$ cat src/logic/asep_pkg.sv
// asep_pkg: constants and carrier types for the static memory host port
// assumes a 100 MHz host clock and an asynchronous memory on the pins
`default_nettype none
package asep_pkg;
  localparam int CLK_MHZ    = 100;
  localparam int CLK_PER_NS = 1000 / CLK_MHZ;

  // pin timing figures in ns (slow speed grade)
  localparam int T_RC_NS    = 55;
  localparam int T_WC_NS    = 55;
  localparam int T_PWE_NS   = 40;
  localparam int T_SD_NS    = 25;
  localparam int T_HZWE_NS  = 20;
  localparam int T_HZOE_NS  = 18;

  // least times round up to whole cycles
  localparam int RD_CYC   = (T_RC_NS + CLK_PER_NS - 1) / CLK_PER_NS;
  localparam int WE_CYC   = ((T_PWE_NS > T_HZWE_NS + T_SD_NS ? T_PWE_NS : T_HZWE_NS + T_SD_NS)
                             + CLK_PER_NS - 1) / CLK_PER_NS;
  localparam int WR_CYC   = ((T_WC_NS > T_PWE_NS ? T_WC_NS : T_PWE_NS) + CLK_PER_NS - 1) / CLK_PER_NS;
  localparam int TURN_CYC = (T_HZOE_NS + CLK_PER_NS - 1) / CLK_PER_NS;
  // extra read cycles so the data has passed the two synchroniser flops
  localparam int RD_SYNC_EXTRA = 2;

  localparam int ADDR_W = 21;
  localparam int DATA_W = 16;
  localparam int BYTE_W = 8;
  localparam int CNT_W  = 8;

  localparam logic [BYTE_W-1:0] BYTE_ZERO = 8'h00;

  typedef struct packed {
    logic              write;
    logic              lowerLane;
    logic              upperLane;
    logic [ADDR_W-1:0] addr;
    logic [DATA_W-1:0] wdata;
  } asep_req_s;

  typedef struct packed {
    logic              selectLowN;
    logic              selectHigh;
    logic              writeN;
    logic              outGateN;
    logic              upperLaneN;
    logic              lowerLaneN;
    logic [ADDR_W-1:0] addr;
  } asep_pins_s;

  typedef enum logic [2:0] {ST_IDLE, ST_READ, ST_WRITE, ST_RECOVER, ST_TURN} asep_state_e;
endpackage
`default_nettype wire

$ cat src/logic/asep_host.sv
// asep_host: host controller driving an asynchronous static memory with
// byte lanes, width strap and error flag
// assumes memory pins are sampled through synchronisers; one request at a time
`timescale 1ns/1ps
`default_nettype none
module asep_host
  import asep_pkg::*;
#(
  parameter int RD_CYCLES   = RD_CYC,
  parameter int WE_CYCLES   = WE_CYC,
  parameter int WR_CYCLES   = WR_CYC,
  parameter int TURN_CYCLES = TURN_CYC
) (
  // clock and reset
  input  wire logic              clk,
  input  wire logic              sys_rst,
  // configuration
  input  wire logic              wordMode,
  // request side
  input  wire logic              reqValid,
  input  wire asep_req_s         req,
  output var  logic              reqReady,
  output var  logic              rspValid,
  output var  logic [DATA_W-1:0] rspData,
  output var  logic              rspCorrected,
  // memory pins
  output var  asep_pins_s        pins,
  input  wire logic [DATA_W-1:0] dataIn,
  output var  logic [DATA_W-1:0] dataOut,
  output var  logic [DATA_W-1:0] dataOe,
  input  wire logic              errIn
);
  // refuse cycle counts that the counter or the sequencing cannot serve
  if (RD_CYCLES < 1 || WE_CYCLES < 1 || WR_CYCLES <= WE_CYCLES || TURN_CYCLES < 1 ||
      RD_CYCLES + RD_SYNC_EXTRA >= 2**CNT_W || WR_CYCLES >= 2**CNT_W) begin : g_bad_cycles
    $error("asep_host: cycle counts out of range");
  end

  localparam logic [CNT_W-1:0] RD_END   = CNT_W'(RD_CYCLES + RD_SYNC_EXTRA);
  localparam logic [CNT_W-1:0] WE_END   = CNT_W'(WE_CYCLES);
  localparam logic [CNT_W-1:0] WR_END   = CNT_W'(WR_CYCLES);
  localparam logic [CNT_W-1:0] TURN_END = CNT_W'(TURN_CYCLES);
  localparam logic [CNT_W-1:0] CNT_ONE  = CNT_W'(1);

  // synchronised memory outputs: read data and error flag
  logic [DATA_W:0] syncIn;
  asep_sync #(.W(DATA_W + 1)) u_sync (
    .clk     (clk),
    .sys_rst (sys_rst),
    .asyncIn ({errIn, dataIn}),
    .syncOut (syncIn)
  );

  // idle pin pattern: deselected and lanes off
  function automatic asep_pins_s idlePins(input logic [ADDR_W-1:0] a);
    asep_pins_s p;
    p.selectLowN = 1'b1;
    p.selectHigh = 1'b0;
    p.writeN     = 1'b1;
    p.outGateN   = 1'b1;
    p.upperLaneN = 1'b1;
    p.lowerLaneN = 1'b1;
    p.addr       = a;
    return p;
  endfunction

  // data enables for a write given mode and lanes
  function automatic logic [DATA_W-1:0] laneOe(input logic wm, input logic lo, input logic up);
    logic [DATA_W-1:0] m;
    m = '0;
    if (!wm) begin
      m[BYTE_W-1:0] = '1;
    end else begin
      if (lo) m[BYTE_W-1:0] = '1;
      if (up) m[DATA_W-1:BYTE_W] = '1;
    end
    return m;
  endfunction

  asep_state_e       state_q, state_d;
  logic [CNT_W-1:0]  cnt_q, cnt_d;
  asep_pins_s        pins_q, pins_d;
  logic [DATA_W-1:0] dout_q, dout_d;
  logic [DATA_W-1:0] doe_q, doe_d;
  logic              ready_q, ready_d;
  logic              rspV_q, rspV_d;
  logic [DATA_W-1:0] rspD_q, rspD_d;
  logic              rspE_q, rspE_d;
  logic              wm_q, wm_d;
  logic              lo_q, lo_d;
  logic              up_q, up_d;
  logic              useLow, useUp;

  always_comb begin
    state_d = state_q;
    cnt_d   = cnt_q;
    pins_d  = pins_q;
    dout_d  = dout_q;
    doe_d   = doe_q;
    ready_d = ready_q;
    rspV_d  = 1'b0;
    rspD_d  = rspD_q;
    rspE_d  = rspE_q;
    wm_d    = wm_q;
    lo_d    = lo_q;
    up_d    = up_q;
    useLow  = req.lowerLane;
    useUp   = req.upperLane;
    case (state_q)
      ST_IDLE: begin
        if (reqValid && ready_q && (!wordMode || useLow || useUp)) begin
          ready_d = 1'b0;
          cnt_d   = '0;
          wm_d    = wordMode;
          lo_d    = wordMode ? useLow : 1'b1;
          up_d    = wordMode ? useUp : 1'b0;
          pins_d.addr       = req.addr;
          pins_d.selectLowN = 1'b0;
          pins_d.selectHigh = 1'b1;
          pins_d.lowerLaneN = wordMode ? !useLow : 1'b1;
          pins_d.upperLaneN = wordMode ? !useUp : 1'b1;
          if (req.write) begin
            // strobe, selects and lanes asserted in one edge
            pins_d.writeN   = 1'b0;
            pins_d.outGateN = 1'b1;
            dout_d = wordMode ? req.wdata : {BYTE_ZERO, req.wdata[BYTE_W-1:0]};
            doe_d  = laneOe(wordMode, useLow, useUp);
            state_d = ST_WRITE;
          end else begin
            pins_d.writeN   = 1'b1;
            pins_d.outGateN = 1'b0;
            doe_d   = '0;
            state_d = ST_READ;
          end
        end
      end
      ST_READ: begin
        cnt_d = cnt_q + CNT_ONE;
        if (cnt_q == RD_END) begin
          rspV_d = 1'b1;
          rspD_d = '0;
          if (!wm_q) begin
            rspD_d[BYTE_W-1:0] = syncIn[BYTE_W-1:0];
          end else begin
            if (lo_q) rspD_d[BYTE_W-1:0] = syncIn[BYTE_W-1:0];
            if (up_q) rspD_d[DATA_W-1:BYTE_W] = syncIn[DATA_W-1:BYTE_W];
          end
          rspE_d  = syncIn[DATA_W];
          pins_d  = idlePins(pins_q.addr);
          cnt_d   = '0;
          state_d = ST_TURN;
        end
      end
      ST_WRITE: begin
        cnt_d = cnt_q + CNT_ONE;
        if (cnt_q + CNT_ONE == WE_END) begin
          // all controls drop together; data held one more edge
          pins_d  = idlePins(pins_q.addr);
          state_d = ST_RECOVER;
        end
      end
      ST_RECOVER: begin
        cnt_d = cnt_q + CNT_ONE;
        doe_d = '0;
        if (cnt_q + CNT_ONE >= WR_END) begin
          rspV_d  = 1'b1;
          rspE_d  = 1'b0;
          ready_d = 1'b1;
          state_d = ST_IDLE;
        end
      end
      ST_TURN: begin
        // memory output must reach high impedance before host drives
        cnt_d = cnt_q + CNT_ONE;
        if (cnt_q + CNT_ONE >= TURN_END) begin
          ready_d = 1'b1;
          state_d = ST_IDLE;
        end
      end
      default: begin
        pins_d  = idlePins('0);
        doe_d   = '0;
        ready_d = 1'b1;
        state_d = ST_IDLE;
      end
    endcase
  end

  always_ff @(posedge clk or posedge sys_rst) begin
    if (sys_rst) begin
      state_q <= ST_IDLE;
      cnt_q   <= '0;
      pins_q  <= idlePins('0);
      dout_q  <= '0;
      doe_q   <= '0;
      ready_q <= 1'b1;
      rspV_q  <= 1'b0;
      rspD_q  <= '0;
      rspE_q  <= 1'b0;
      wm_q    <= 1'b1;
      lo_q    <= 1'b0;
      up_q    <= 1'b0;
    end else begin
      state_q <= state_d;
      cnt_q   <= cnt_d;
      pins_q  <= pins_d;
      dout_q  <= dout_d;
      doe_q   <= doe_d;
      ready_q <= ready_d;
      rspV_q  <= rspV_d;
      rspD_q  <= rspD_d;
      rspE_q  <= rspE_d;
      wm_q    <= wm_d;
      lo_q    <= lo_d;
      up_q    <= up_d;
    end
  end

  assign pins         = pins_q;
  assign dataOut      = dout_q;
  assign dataOe       = doe_q;
  assign reqReady     = ready_q;
  assign rspValid     = rspV_q;
  assign rspData      = rspD_q;
  assign rspCorrected = rspE_q;
endmodule
`default_nettype wire

$ cat src/logic/asep_sync.sv
// asep_sync: two-flop synchroniser for a vector of pin inputs
// assumes inputs are asynchronous to clk
`timescale 1ns/1ps
`default_nettype none
module asep_sync #(
  parameter int W = 1
) (
  input  wire logic         clk,
  input  wire logic         sys_rst,
  input  wire logic [W-1:0] asyncIn,
  output var  logic [W-1:0] syncOut
);
  logic [W-1:0] stage1_q;
  logic [W-1:0] stage1_d;
  logic [W-1:0] stage2_q;
  logic [W-1:0] stage2_d;

  always_comb begin
    stage1_d = asyncIn;
    stage2_d = stage1_q;
  end

  always_ff @(posedge clk or posedge sys_rst) begin
    if (sys_rst) begin
      stage1_q <= '0;
      stage2_q <= '0;
    end else begin
      stage1_q <= stage1_d;
      stage2_q <= stage2_d;
    end
  end

  assign syncOut = stage2_q;
endmodule
`default_nettype wire
$ cat config.mk
export PLATFORM = sky130hd
export DESIGN_NAME = asep_host
export DESIGN_NICKNAME = d
export VERILOG_FILES = /design/src/logic/asep_pkg.sv /design/src/logic/asep_host.sv /design/src/logic/asep_sync.sv
export SDC_FILE = /design/constraint.sdc
export NUM_CORES = 1
export LEC_CHECK = 0
export BUFFER_PORTS_ARGS = -buffer_cell sky130_fd_sc_hd__buf_2
export CORE_MARGIN = 2
export CORE_UTILIZATION = 51
export DETAILED_ROUTE_END_ITERATION = 16
export PLACE_DENSITY_LB_ADDON = 0.1
export SLEW_MARGIN = 20
export SYNTH_ARGS = -nofsm -noshare
export SYNTH_HDL_FRONTEND = slang
export SYNTH_SLANG_ARGS = --single-unit
$ cat constraint.sdc
create_clock -name clk -period 4.69 [get_ports clk]
set_clock_uncertainty 0.2 [all_clocks]
set_input_delay 0.2345 -clock clk [delete_from_list [all_inputs] [get_ports clk]]
set_output_delay 0.2345 -clock clk [all_outputs]
set_load 0.02 [all_outputs]
==> run_results.csv, run 1 <==
group,metric,value,unit
logic_synthesis,synthAdderAreaFrac,1.10,%
sta,period_needed,2.89,ns
worst_setup_path,reg2reg_depth,4,
die,io_pins,139,
sta,rsz0062_at_grt,"false",
sta,hold_viol_final,0,
logic_synthesis,muxShareOfSynthArea,3.14,%
logic_synthesis,synth-async-reset-ratio,100,%
power_and_ir_drop,comb_power_share,5.6,%
die,die_w,98.4,um
worst_setup_path,end_kind,"flip-flop",
worst_setup_path,path_buf_inv,0,
logic_synthesis,synth-main-ff-cell,"dfrtp_1",
finish,fin_nets,655,
logic_synthesis,yosys.area_share.simple,15.2,%
detailed_routing,num_vias,3595,
power_and_ir_drop,p_leak,3.02,nW
placement,gp_congestion,0.800,
detailed_routing,vias_per_cell,5.11,
clock_tree,cts_tree,"done",
worst_setup_path,cp-endpoint,"dataOut[0]$_DFFE_PP0P_",
die,start_util,52.4,%
placement,postPlaceCellArea,5190,um^2
finish,seq_area,2810,um^2
die,core,8680,um^2
logic_synthesis,ys_warn_count,0,
logic_synthesis,ys_ff_latch,112,
detailed_routing,dr.first_iter.drc_count,205,
grt,grt.overflow.total,0,
clock_tree,numCtsBuffers,9,
logic_synthesis,synth_xor_area_share,0.578,%
detailed_routing,wl_met1,4.33,mm
die,die_y,98.4,um
clock_tree,cts.clk_slew.worst_paths,0.11,ns
sta,slew_headroom,39.3,%
placement,port_buffers,138,
worst_setup_path,r2r_end,"dataOut[0]$_DFFE_PP0P_",
worst_setup_path,worst-path-max-fanout,26,
logic_synthesis,synth_area_leaders,"dfrtp_1, nand2_1, o21ai_0",
power_and_ir_drop,switching_share,23.4,%
logic_synthesis,synth.distinct_cells,60,
worst_setup_path,crit_cells,4,
worst_setup_path,crit_required,4.75,ns
die,rows,34,
logic_synthesis,synth_top_area_share,57.8,%
grt,first_global_vias,3542,
detailed_routing,drt.antenna.violating_nets,0,
power_and_ir_drop,power_frac_seq,60.9,%
worst_setup_path,startpoint,"state_q[0]$_DFFE_PP0P_",
worst_setup_path,r2r_setup_slack,1.80,ns
detailed_routing,firstDrtPassIters,4,
logic_synthesis,synth-compound-area-share,12.4,%
sta,tns,0,ns
clock_tree,clockBufferDepth,2,
clock_tree,post_cts_buffers,0,
flow_run,max_cap_violations,0,
worst_setup_path,crit_path_max_incr_delay,0.79,ns
grt,grt_pass1_wl,16.9,mm
placement,hpwl,6.25,mm
worst_setup_path,path_class,"reg2reg",
worst_setup_path,timing.rr.start,"state_q[0]$_DFFE_PP0P_",
finish,design_area,5950,um^2
power_and_ir_drop,power.switching,0.378,mW
worst_setup_path,worstPathArrival,2.95,ns
logic_synthesis,synth_top_cell_by_area,"dfrtp_1",
detailed_routing,wl_met2,4.95,mm
sta,setup_viol,0,
clock_tree,clk_latency,0.36,ns
finish,synthToLayoutAreaGrowth,31.1,%
logic_synthesis,synth_nets,483,
logic_synthesis,syn_avg_cell_area,10.9,um^2
finish,antenna_cells,0,
sta,drv_slew,0,
grt,antenna_found_initial,0,
sta,worst_pin_slew,0.908,ns
placement,place_inst,629,
clock_tree,h-tree-depth,3,
grt,grt.total_usage,21.6,%
grt,grt_start_max_net_pins,68,
logic_synthesis,syn_area,4540,um^2
worst_setup_path,crit_chain,"nor3_4, nor3b_4, nand2_2, mux2_1",
die,die-area,9680,um^2
finish,layout.cells.non_filler,703,
logic_synthesis,synth_cells,418,
finish,drive_gt1_share,31.1,%
sta,clock.fmax,0.346,GHz
finish,multi_input_area,1480,um^2
sta,fin_crit_sh,61.7,%
power_and_ir_drop,clock_power_share,33.5,%
power_and_ir_drop,p_int,1.24,mW
logic_synthesis,synth-edff-count,0,
worst_setup_path,crit_path_top_delay_cell,"nor3_4",
detailed_routing,totalWireLength,9.95,mm
worst_setup_path,cp_top_family,"simple AND/OR/NAND/NOR gates",
status,status,"finished clean",
min_path,hold_class,"in2reg",
worst_setup_path,startpoint_type,"flip-flop",
detailed_routing,drcViolationCount,0,
sta,worst_slack,1.80,ns
logic_synthesis,seq_area_frac_synth,61.9,%
clock_tree,cts-root-buf,"clkbuf_8",
power_and_ir_drop,ir_drop,0.187,mV
detailed_routing,wire_per_inst,14.1,um
clock_tree,cts_resized,0,
clock_tree,clkSinkCount,112,
placement,pre_cts_ws,1.81,ns
detailed_routing,dr_wl_met3,495,um
power_and_ir_drop,power.density,271,nW/um^2
finish,n_fill_cell,670,
detailed_routing,top_layer_used,"met4",
logic_synthesis,synth_top_family_by_area,"simple AND/OR/NAND/NOR gates",
[registers in the layout, summed over array words and instances, names as in the netlist]
signal	flops
rspValid	1
rspCorrected	1
lo_q	1
wm_q	1
reqReady	1
dataOe	2
cnt_q	8
rspData	16
up_q	1
state_q	3
dataOut	16
u_sync.syncOut	17
u_sync.stage1_q	17
pins	27
[placed cells by master (no fill, tap or decap), drive strengths merged, types with 3 or more instances in the layout]
cell type / netlist / final
buf: 21 / 141
dfrtp: 105 / 105
nand2: 94 / 94
dlygate4sd3: 0 / 58
o21ai: 54 / 54
inv: 13 / 17
nor2: 12 / 12
nand3: 11 / 11
mux2: 10 / 10
clkbuf: 17 / 9
dfstp: 7 / 7
a21o: 6 / 6
nand4: 4 / 4
ha: 4 / 4
nor3: 4 / 4
and3: 4 / 4
nor3b: 4 / 4
nand2b: 3 / 3
xnor2: 3 / 3
mux2i: 3 / 3
a21oi: 3 / 3
[how the worst min path moves through the flow]
stage | depth (start not counted) | slack [ns] | startpoint | endpoint
after floorplan | 0 | 0.07 | dataIn[0] | u_sync.stage1_q[0]$_DFF_PP0_
after CTS | 3 | 0.001 | wordMode | dataOut[11]$_DFFE_PP0P_
after detailed placement | 0 | 0.13 | u_sync.stage1_q[9]$_DFF_PP0_ | u_sync.syncOut[9]$_DFF_PP0_
after global placement | 0 | 0.13 | u_sync.stage1_q[6]$_DFF_PP0_ | u_sync.syncOut[6]$_DFF_PP0_
final | 3 | 0.02 | wordMode | dataOut[11]$_DFFE_PP0P_
after global routing | 3 | 0.009 | wordMode | dataOut[11]$_DFFE_PP0P_
[synth_stat cells (2+ instances only)]
master	n
o21ai_1	11
nand3_1	11
or2b_1	2
ha_1	4
nand4_1	4
or4_4	2
o211ai_1	2
dfrtp_1	105
a21oi_1	3
nor3_1	3
a222oi_1	2
nand2_1	93
nor2_1	12
and3_1	3
buf_1	2
mux2_1	3
nand2b_1	3
a21boi_1	2
xnor2_1	3
buf_4	14
mux2i_1	3
a32oi_1	2
nor3b_1	2
dfstp_2	7
a21o_1	5
inv_1	13
o21ai_0	43
buf_2	4
o21a_1	2
clkbuf_1	17
mux2_2	7
[timing repair]
action | in CTS | in global routing
endpoints found under the hold margin | 118 | 0
setup endpoints to repair | 0 | 0
hold buffers | 58 | 0
[cell type report]
class                           instances  share of cell area [%]
Sequential cell                       112                    47.2
Clock inverter                          7                    1.03
Multi-Input combinational cell        255                    24.8
Clock buffer                            9                    2.08
Inverter                               13                   0.862
Timing Repair Buffer                  199                    21.7
Tap cell                              108                    2.27
[cells by family (layout without fill, tap and decap cells)]
family,count (synthesis),after routing
buffers and inverters,51,228
flip-flops,112,112
adder cells (fa/ha/maj),4,4
XOR/XNOR,3,3
multiplexers,13,13
AND/OR/NAND/NOR,146,146
AO/OA/AOI/OAI,89,89
[metrics by stage]
stage          hold WS, ns  power, mW  util, %
6_report            0.0196       1.62     68.6
5_1_grt            0.00859       1.69     68.6
4_1_cts            0.00123       1.63     68.6
3_5_place_dp         0.135       1.06     59.8
3_3_place_gp         0.131       1.05     59.8
2_1_floorplan       0.0659       1.02        -
[routing by layer]
metal  vias up  track usage, %
met5         -               0
met4         0            7.80
met3        15            5.30
met2       116            34.9
met1      1719            28.7
li1       1745               -
[tightest hold or removal path, stage by stage]
cell and delay, ns:
buf_2 0.18, nand2_1 0.08, o21ai_1 0.05
[power groups by stage]
stage | clock network, mW | registers [mW] | logic, mW
after floorplan | 0 | 1.00 | 0.0194
after global placement | 0 | 1.00 | 0.0519
after detailed placement | 0 | 1.00 | 0.0526
after CTS | 0.557 | 0.984 | 0.0895
after global routing | 0.603 | 0.986 | 0.101
final | 0.541 | 0.984 | 0.0899
(Power assumes the default switching activity.)
==> run 2: changes to the inputs <==
ABC_AREA = 1   (was unset)
clock period = 2.7 ns   (was 4.69 ns; I/O delays follow)
==> run 2 against run 1 <==
Net effect: synthesized cell count up 11%; hold slack better by 0.13 ns; critical endpoint is now dataOut[12]$_DFFE_PP0P_; first-iteration DRC count down 14%; largest power group is now combinational logic; final cell count up 10%; largest cell class unchanged; clock power up 90%; setup slack worse by 1.6 ns; sequential cell count unchanged; via count up 7.4%; critical path depth up 8; core utilization up 2.4 points.
==> run_results.csv, run 2 <==
group,metric,value,unit
grt,busiest_layer,"met2",
power_and_ir_drop,switching_share,44.5,%
clock_tree,numCtsBuffers,9,
sta,drv_slew,0,
sta,hold_viol_final,0,
flow_run,max_cap_violations,0,
power_and_ir_drop,p_int,3.38,mW
detailed_routing,drcViolationCount,0,
logic_synthesis,seq_area_frac_synth,62.0,%
die,rows,34,
worst_setup_path,crit_path_max_incr_delay,0.60,ns
status,status,"finished clean",
worst_setup_path,path_buf_inv,5,
grt,grt_start_max_net_pins,40,
power_and_ir_drop,p_leak,3.25,nW
grt,first_global_vias,4040,
finish,drive_gt1_share,29.5,%
detailed_routing,num_vias,3862,
sta,worst_pin_slew,0.759,ns
grt,grt.total_usage,23.9,%
finish,synthToLayoutAreaGrowth,35.8,%
power_and_ir_drop,power.density,987,nW/um^2
sta,clock.fmax,0.399,GHz
clock_tree,cts-root-buf,"clkbuf_8",
placement,port_buffers,138,
worst_setup_path,startpoint_type,"primary input",
logic_synthesis,synth_top_area_share,57.9,%
placement,hpwl,7.05,mm
logic_synthesis,synth_top_cell_by_area,"dfrtp_1",
sta,slew_headroom,49.4,%
logic_synthesis,synth.distinct_cells,30,
grt,grt_pass1_wl,18.8,mm
die,io_pins,139,
finish,largest_reg_flops,27,
die,start_util,52.3,%
worst_setup_path,end_kind,"flip-flop",
clock_tree,cts.clk_slew.worst_paths,0.12,ns
worst_setup_path,path_class,"in2reg",
logic_synthesis,syn_avg_cell_area,9.74,um^2
sta,setup_viol,0,
logic_synthesis,ys_warn_count,0,
power_and_ir_drop,comb_power_share,44.1,%
finish,antenna_cells,0,
grt,grt.overflow.total,0,
detailed_routing,firstDrtPassIters,4,
die,die_y,98.3,um
power_and_ir_drop,clock_power_share,17.0,%
clock_tree,cts_tree,"done",
placement,pre_cts_ws,0.517,ns
finish,fin_nets,727,
clock_tree,clkSinkCount,112,
die,die-area,9670,um^2
clock_tree,clk_latency,0.36,ns
worst_setup_path,worstPathArrival,2.61,ns
finish,layout_commonest_cell,"buf_2",
detailed_routing,drt.antenna.violating_nets,0,
logic_synthesis,synth.most_common_cell,"nand2_1",
detailed_routing,wire_per_inst,14.1,um
logic_synthesis,syn_area,4540,um^2
logic_synthesis,synth_common_cells,"nand2_1, dfrtp_1, nand3_1",
sta,rsz0062_at_grt,"false",
detailed_routing,totalWireLength,11.0,mm
placement,gp_congestion,0.860,
sta,fin_crit_sh,92.8,%
grt,grt_use_met2,39.1,%
clock_tree,clockBufferDepth,2,
worst_setup_path,crit_path_top_delay_cell,"dlygate4sd3_1",
power_and_ir_drop,ir_drop,0.604,mV
detailed_routing,dr.first_iter.drc_count,177,
logic_synthesis,synth-async-reset-ratio,100,%
sta,worst_slack,0.195,ns
die,core,8680,um^2
grt,met3_usage,5.44,%
logic_synthesis,synth-main-ff-cell,"dfrtp_1",
sta,period_needed,2.50,ns
grt,antenna_found_initial,0,
logic_synthesis,synth-edff-count,0,
min_path,hold_class,"reg2reg",
worst_setup_path,crit_required,2.81,ns
logic_synthesis,synth_cells,466,
sta,tns,0,ns
power_and_ir_drop,power_frac_seq,39.0,%
worst_setup_path,cp_top_family,"buffers and inverters",
logic_synthesis,synth_area_leaders,"dfrtp_1, nand2_1, nand3_1",
worst_setup_path,crit_chain,"dlygate4sd3_1, buf_2, inv_1, nor2_1, nand2_1, nand3_1, inv_1, nand2_2, nor2_4, nand3_1, dlygate4sd3_1, nand2_1",
logic_synthesis,synth_nets,531,
logic_synthesis,ys_ff_latch,112,
finish,mostFrequentLayoutCells,"buf_2, nand2_1, dfrtp_1",
grt,grt.met1_usage,30.7,%
clock_tree,h-tree-depth,3,
die,die_w,98.3,um
power_and_ir_drop,power.switching,2.71,mW
worst_setup_path,worst-path-max-fanout,17,
detailed_routing,vias_per_cell,4.98,
==> run 2: final timing paths <==
kind | from | end | slack [ns] | cells after the start
hold / removal | u_sync.stage1_q[2]$_DFF_PP0_ | u_sync.syncOut[2]$_DFF_PP0_ | 0.15 | 0
min in group asynchronous | sys_rst | u_sync.syncOut[1]$_DFF_PP0_ | 0.17 | 3
setup / recovery | wordMode | dataOut[12]$_DFFE_PP0P_ | 0.20 | 12
setup reg to reg | state_q[0]$_DFFE_PP0P_ | dataOut[12]$_DFFE_PP0P_ | 0.28 | 8
max in group asynchronous | sys_rst | pins[23]$_DFFE_PP1P_ | 1.37 | 4
hold reg to reg | u_sync.stage1_q[2]$_DFF_PP0_ | u_sync.syncOut[2]$_DFF_PP0_ | 0.15 | 0
==> run 2: layout make-up <==
type	count	area (um^2)
Sequential cell	112	2810
Multi-Input combinational cell	288	1410
Fill cell	703	2510
Tap cell	108	135
Clock buffer	9	124
Clock inverter	7	93.8
Timing Repair Buffer	214	1440
Inverter	37	143
==> run 2: worst register-to-register path, delay by kind of cell, from the launching register on <==
kind / cells / cell delay [ns]
simple gates: 6 / 1.08
flops: 1 / 0.43
buf+inv: 2 / 0.67
==> run 2: routing by layer <==
layer,vias to the layer above,part of all wire [%]
met5,-,0
met1,1829,42
li1,1888,-
met2,121,49
met3,24,5.6
met4,0,2.8
==> run 2: cells by family after synthesis <==
logic type	share of synthesized area, %
mux	2.21
xor+xnor	0.193
fa+ha+maj	1.10
flops	62.0
buf+inv	6.89
simple gates	19.3
compound gates	8.35
==> run 2: stage by stage <==
stage / hold WS, ns / cells / instance area [um^2] / utilization, % / power, mW
floorplan: -0.0336 / 466 / 4540 / - / 4.29
finish: 0.154 / 775 / 6160 / 71.0 / 6.08
global route: 0.163 / 775 / 6160 / 71.0 / 6.52
global placement: 0.0125 / 691 / 5270 / 60.7 / 4.92
detailed placement: 0.0223 / 691 / 5270 / 60.7 / 4.98
CTS: 0.152 / 775 / 6160 / 71.0 / 6.09
==> run 2: timing repair <==
item / CTS / global route
endpoints found under the hold margin: 85 / 0
hold buffers: 68 / 0
resized for setup: 0 / 0
buffers inserted: 0 / 0
==> run 2: power by group through the flow <==
stage               logic [mW]  clock network [mW]  registers (mW)
global placement          2.55                   0            2.37
floorplan                 1.55                   0            2.74
finish                    2.68                1.03            2.37
CTS                       2.67                1.06            2.36
global route              2.96                1.13            2.43
detailed placement        2.59                   0            2.39
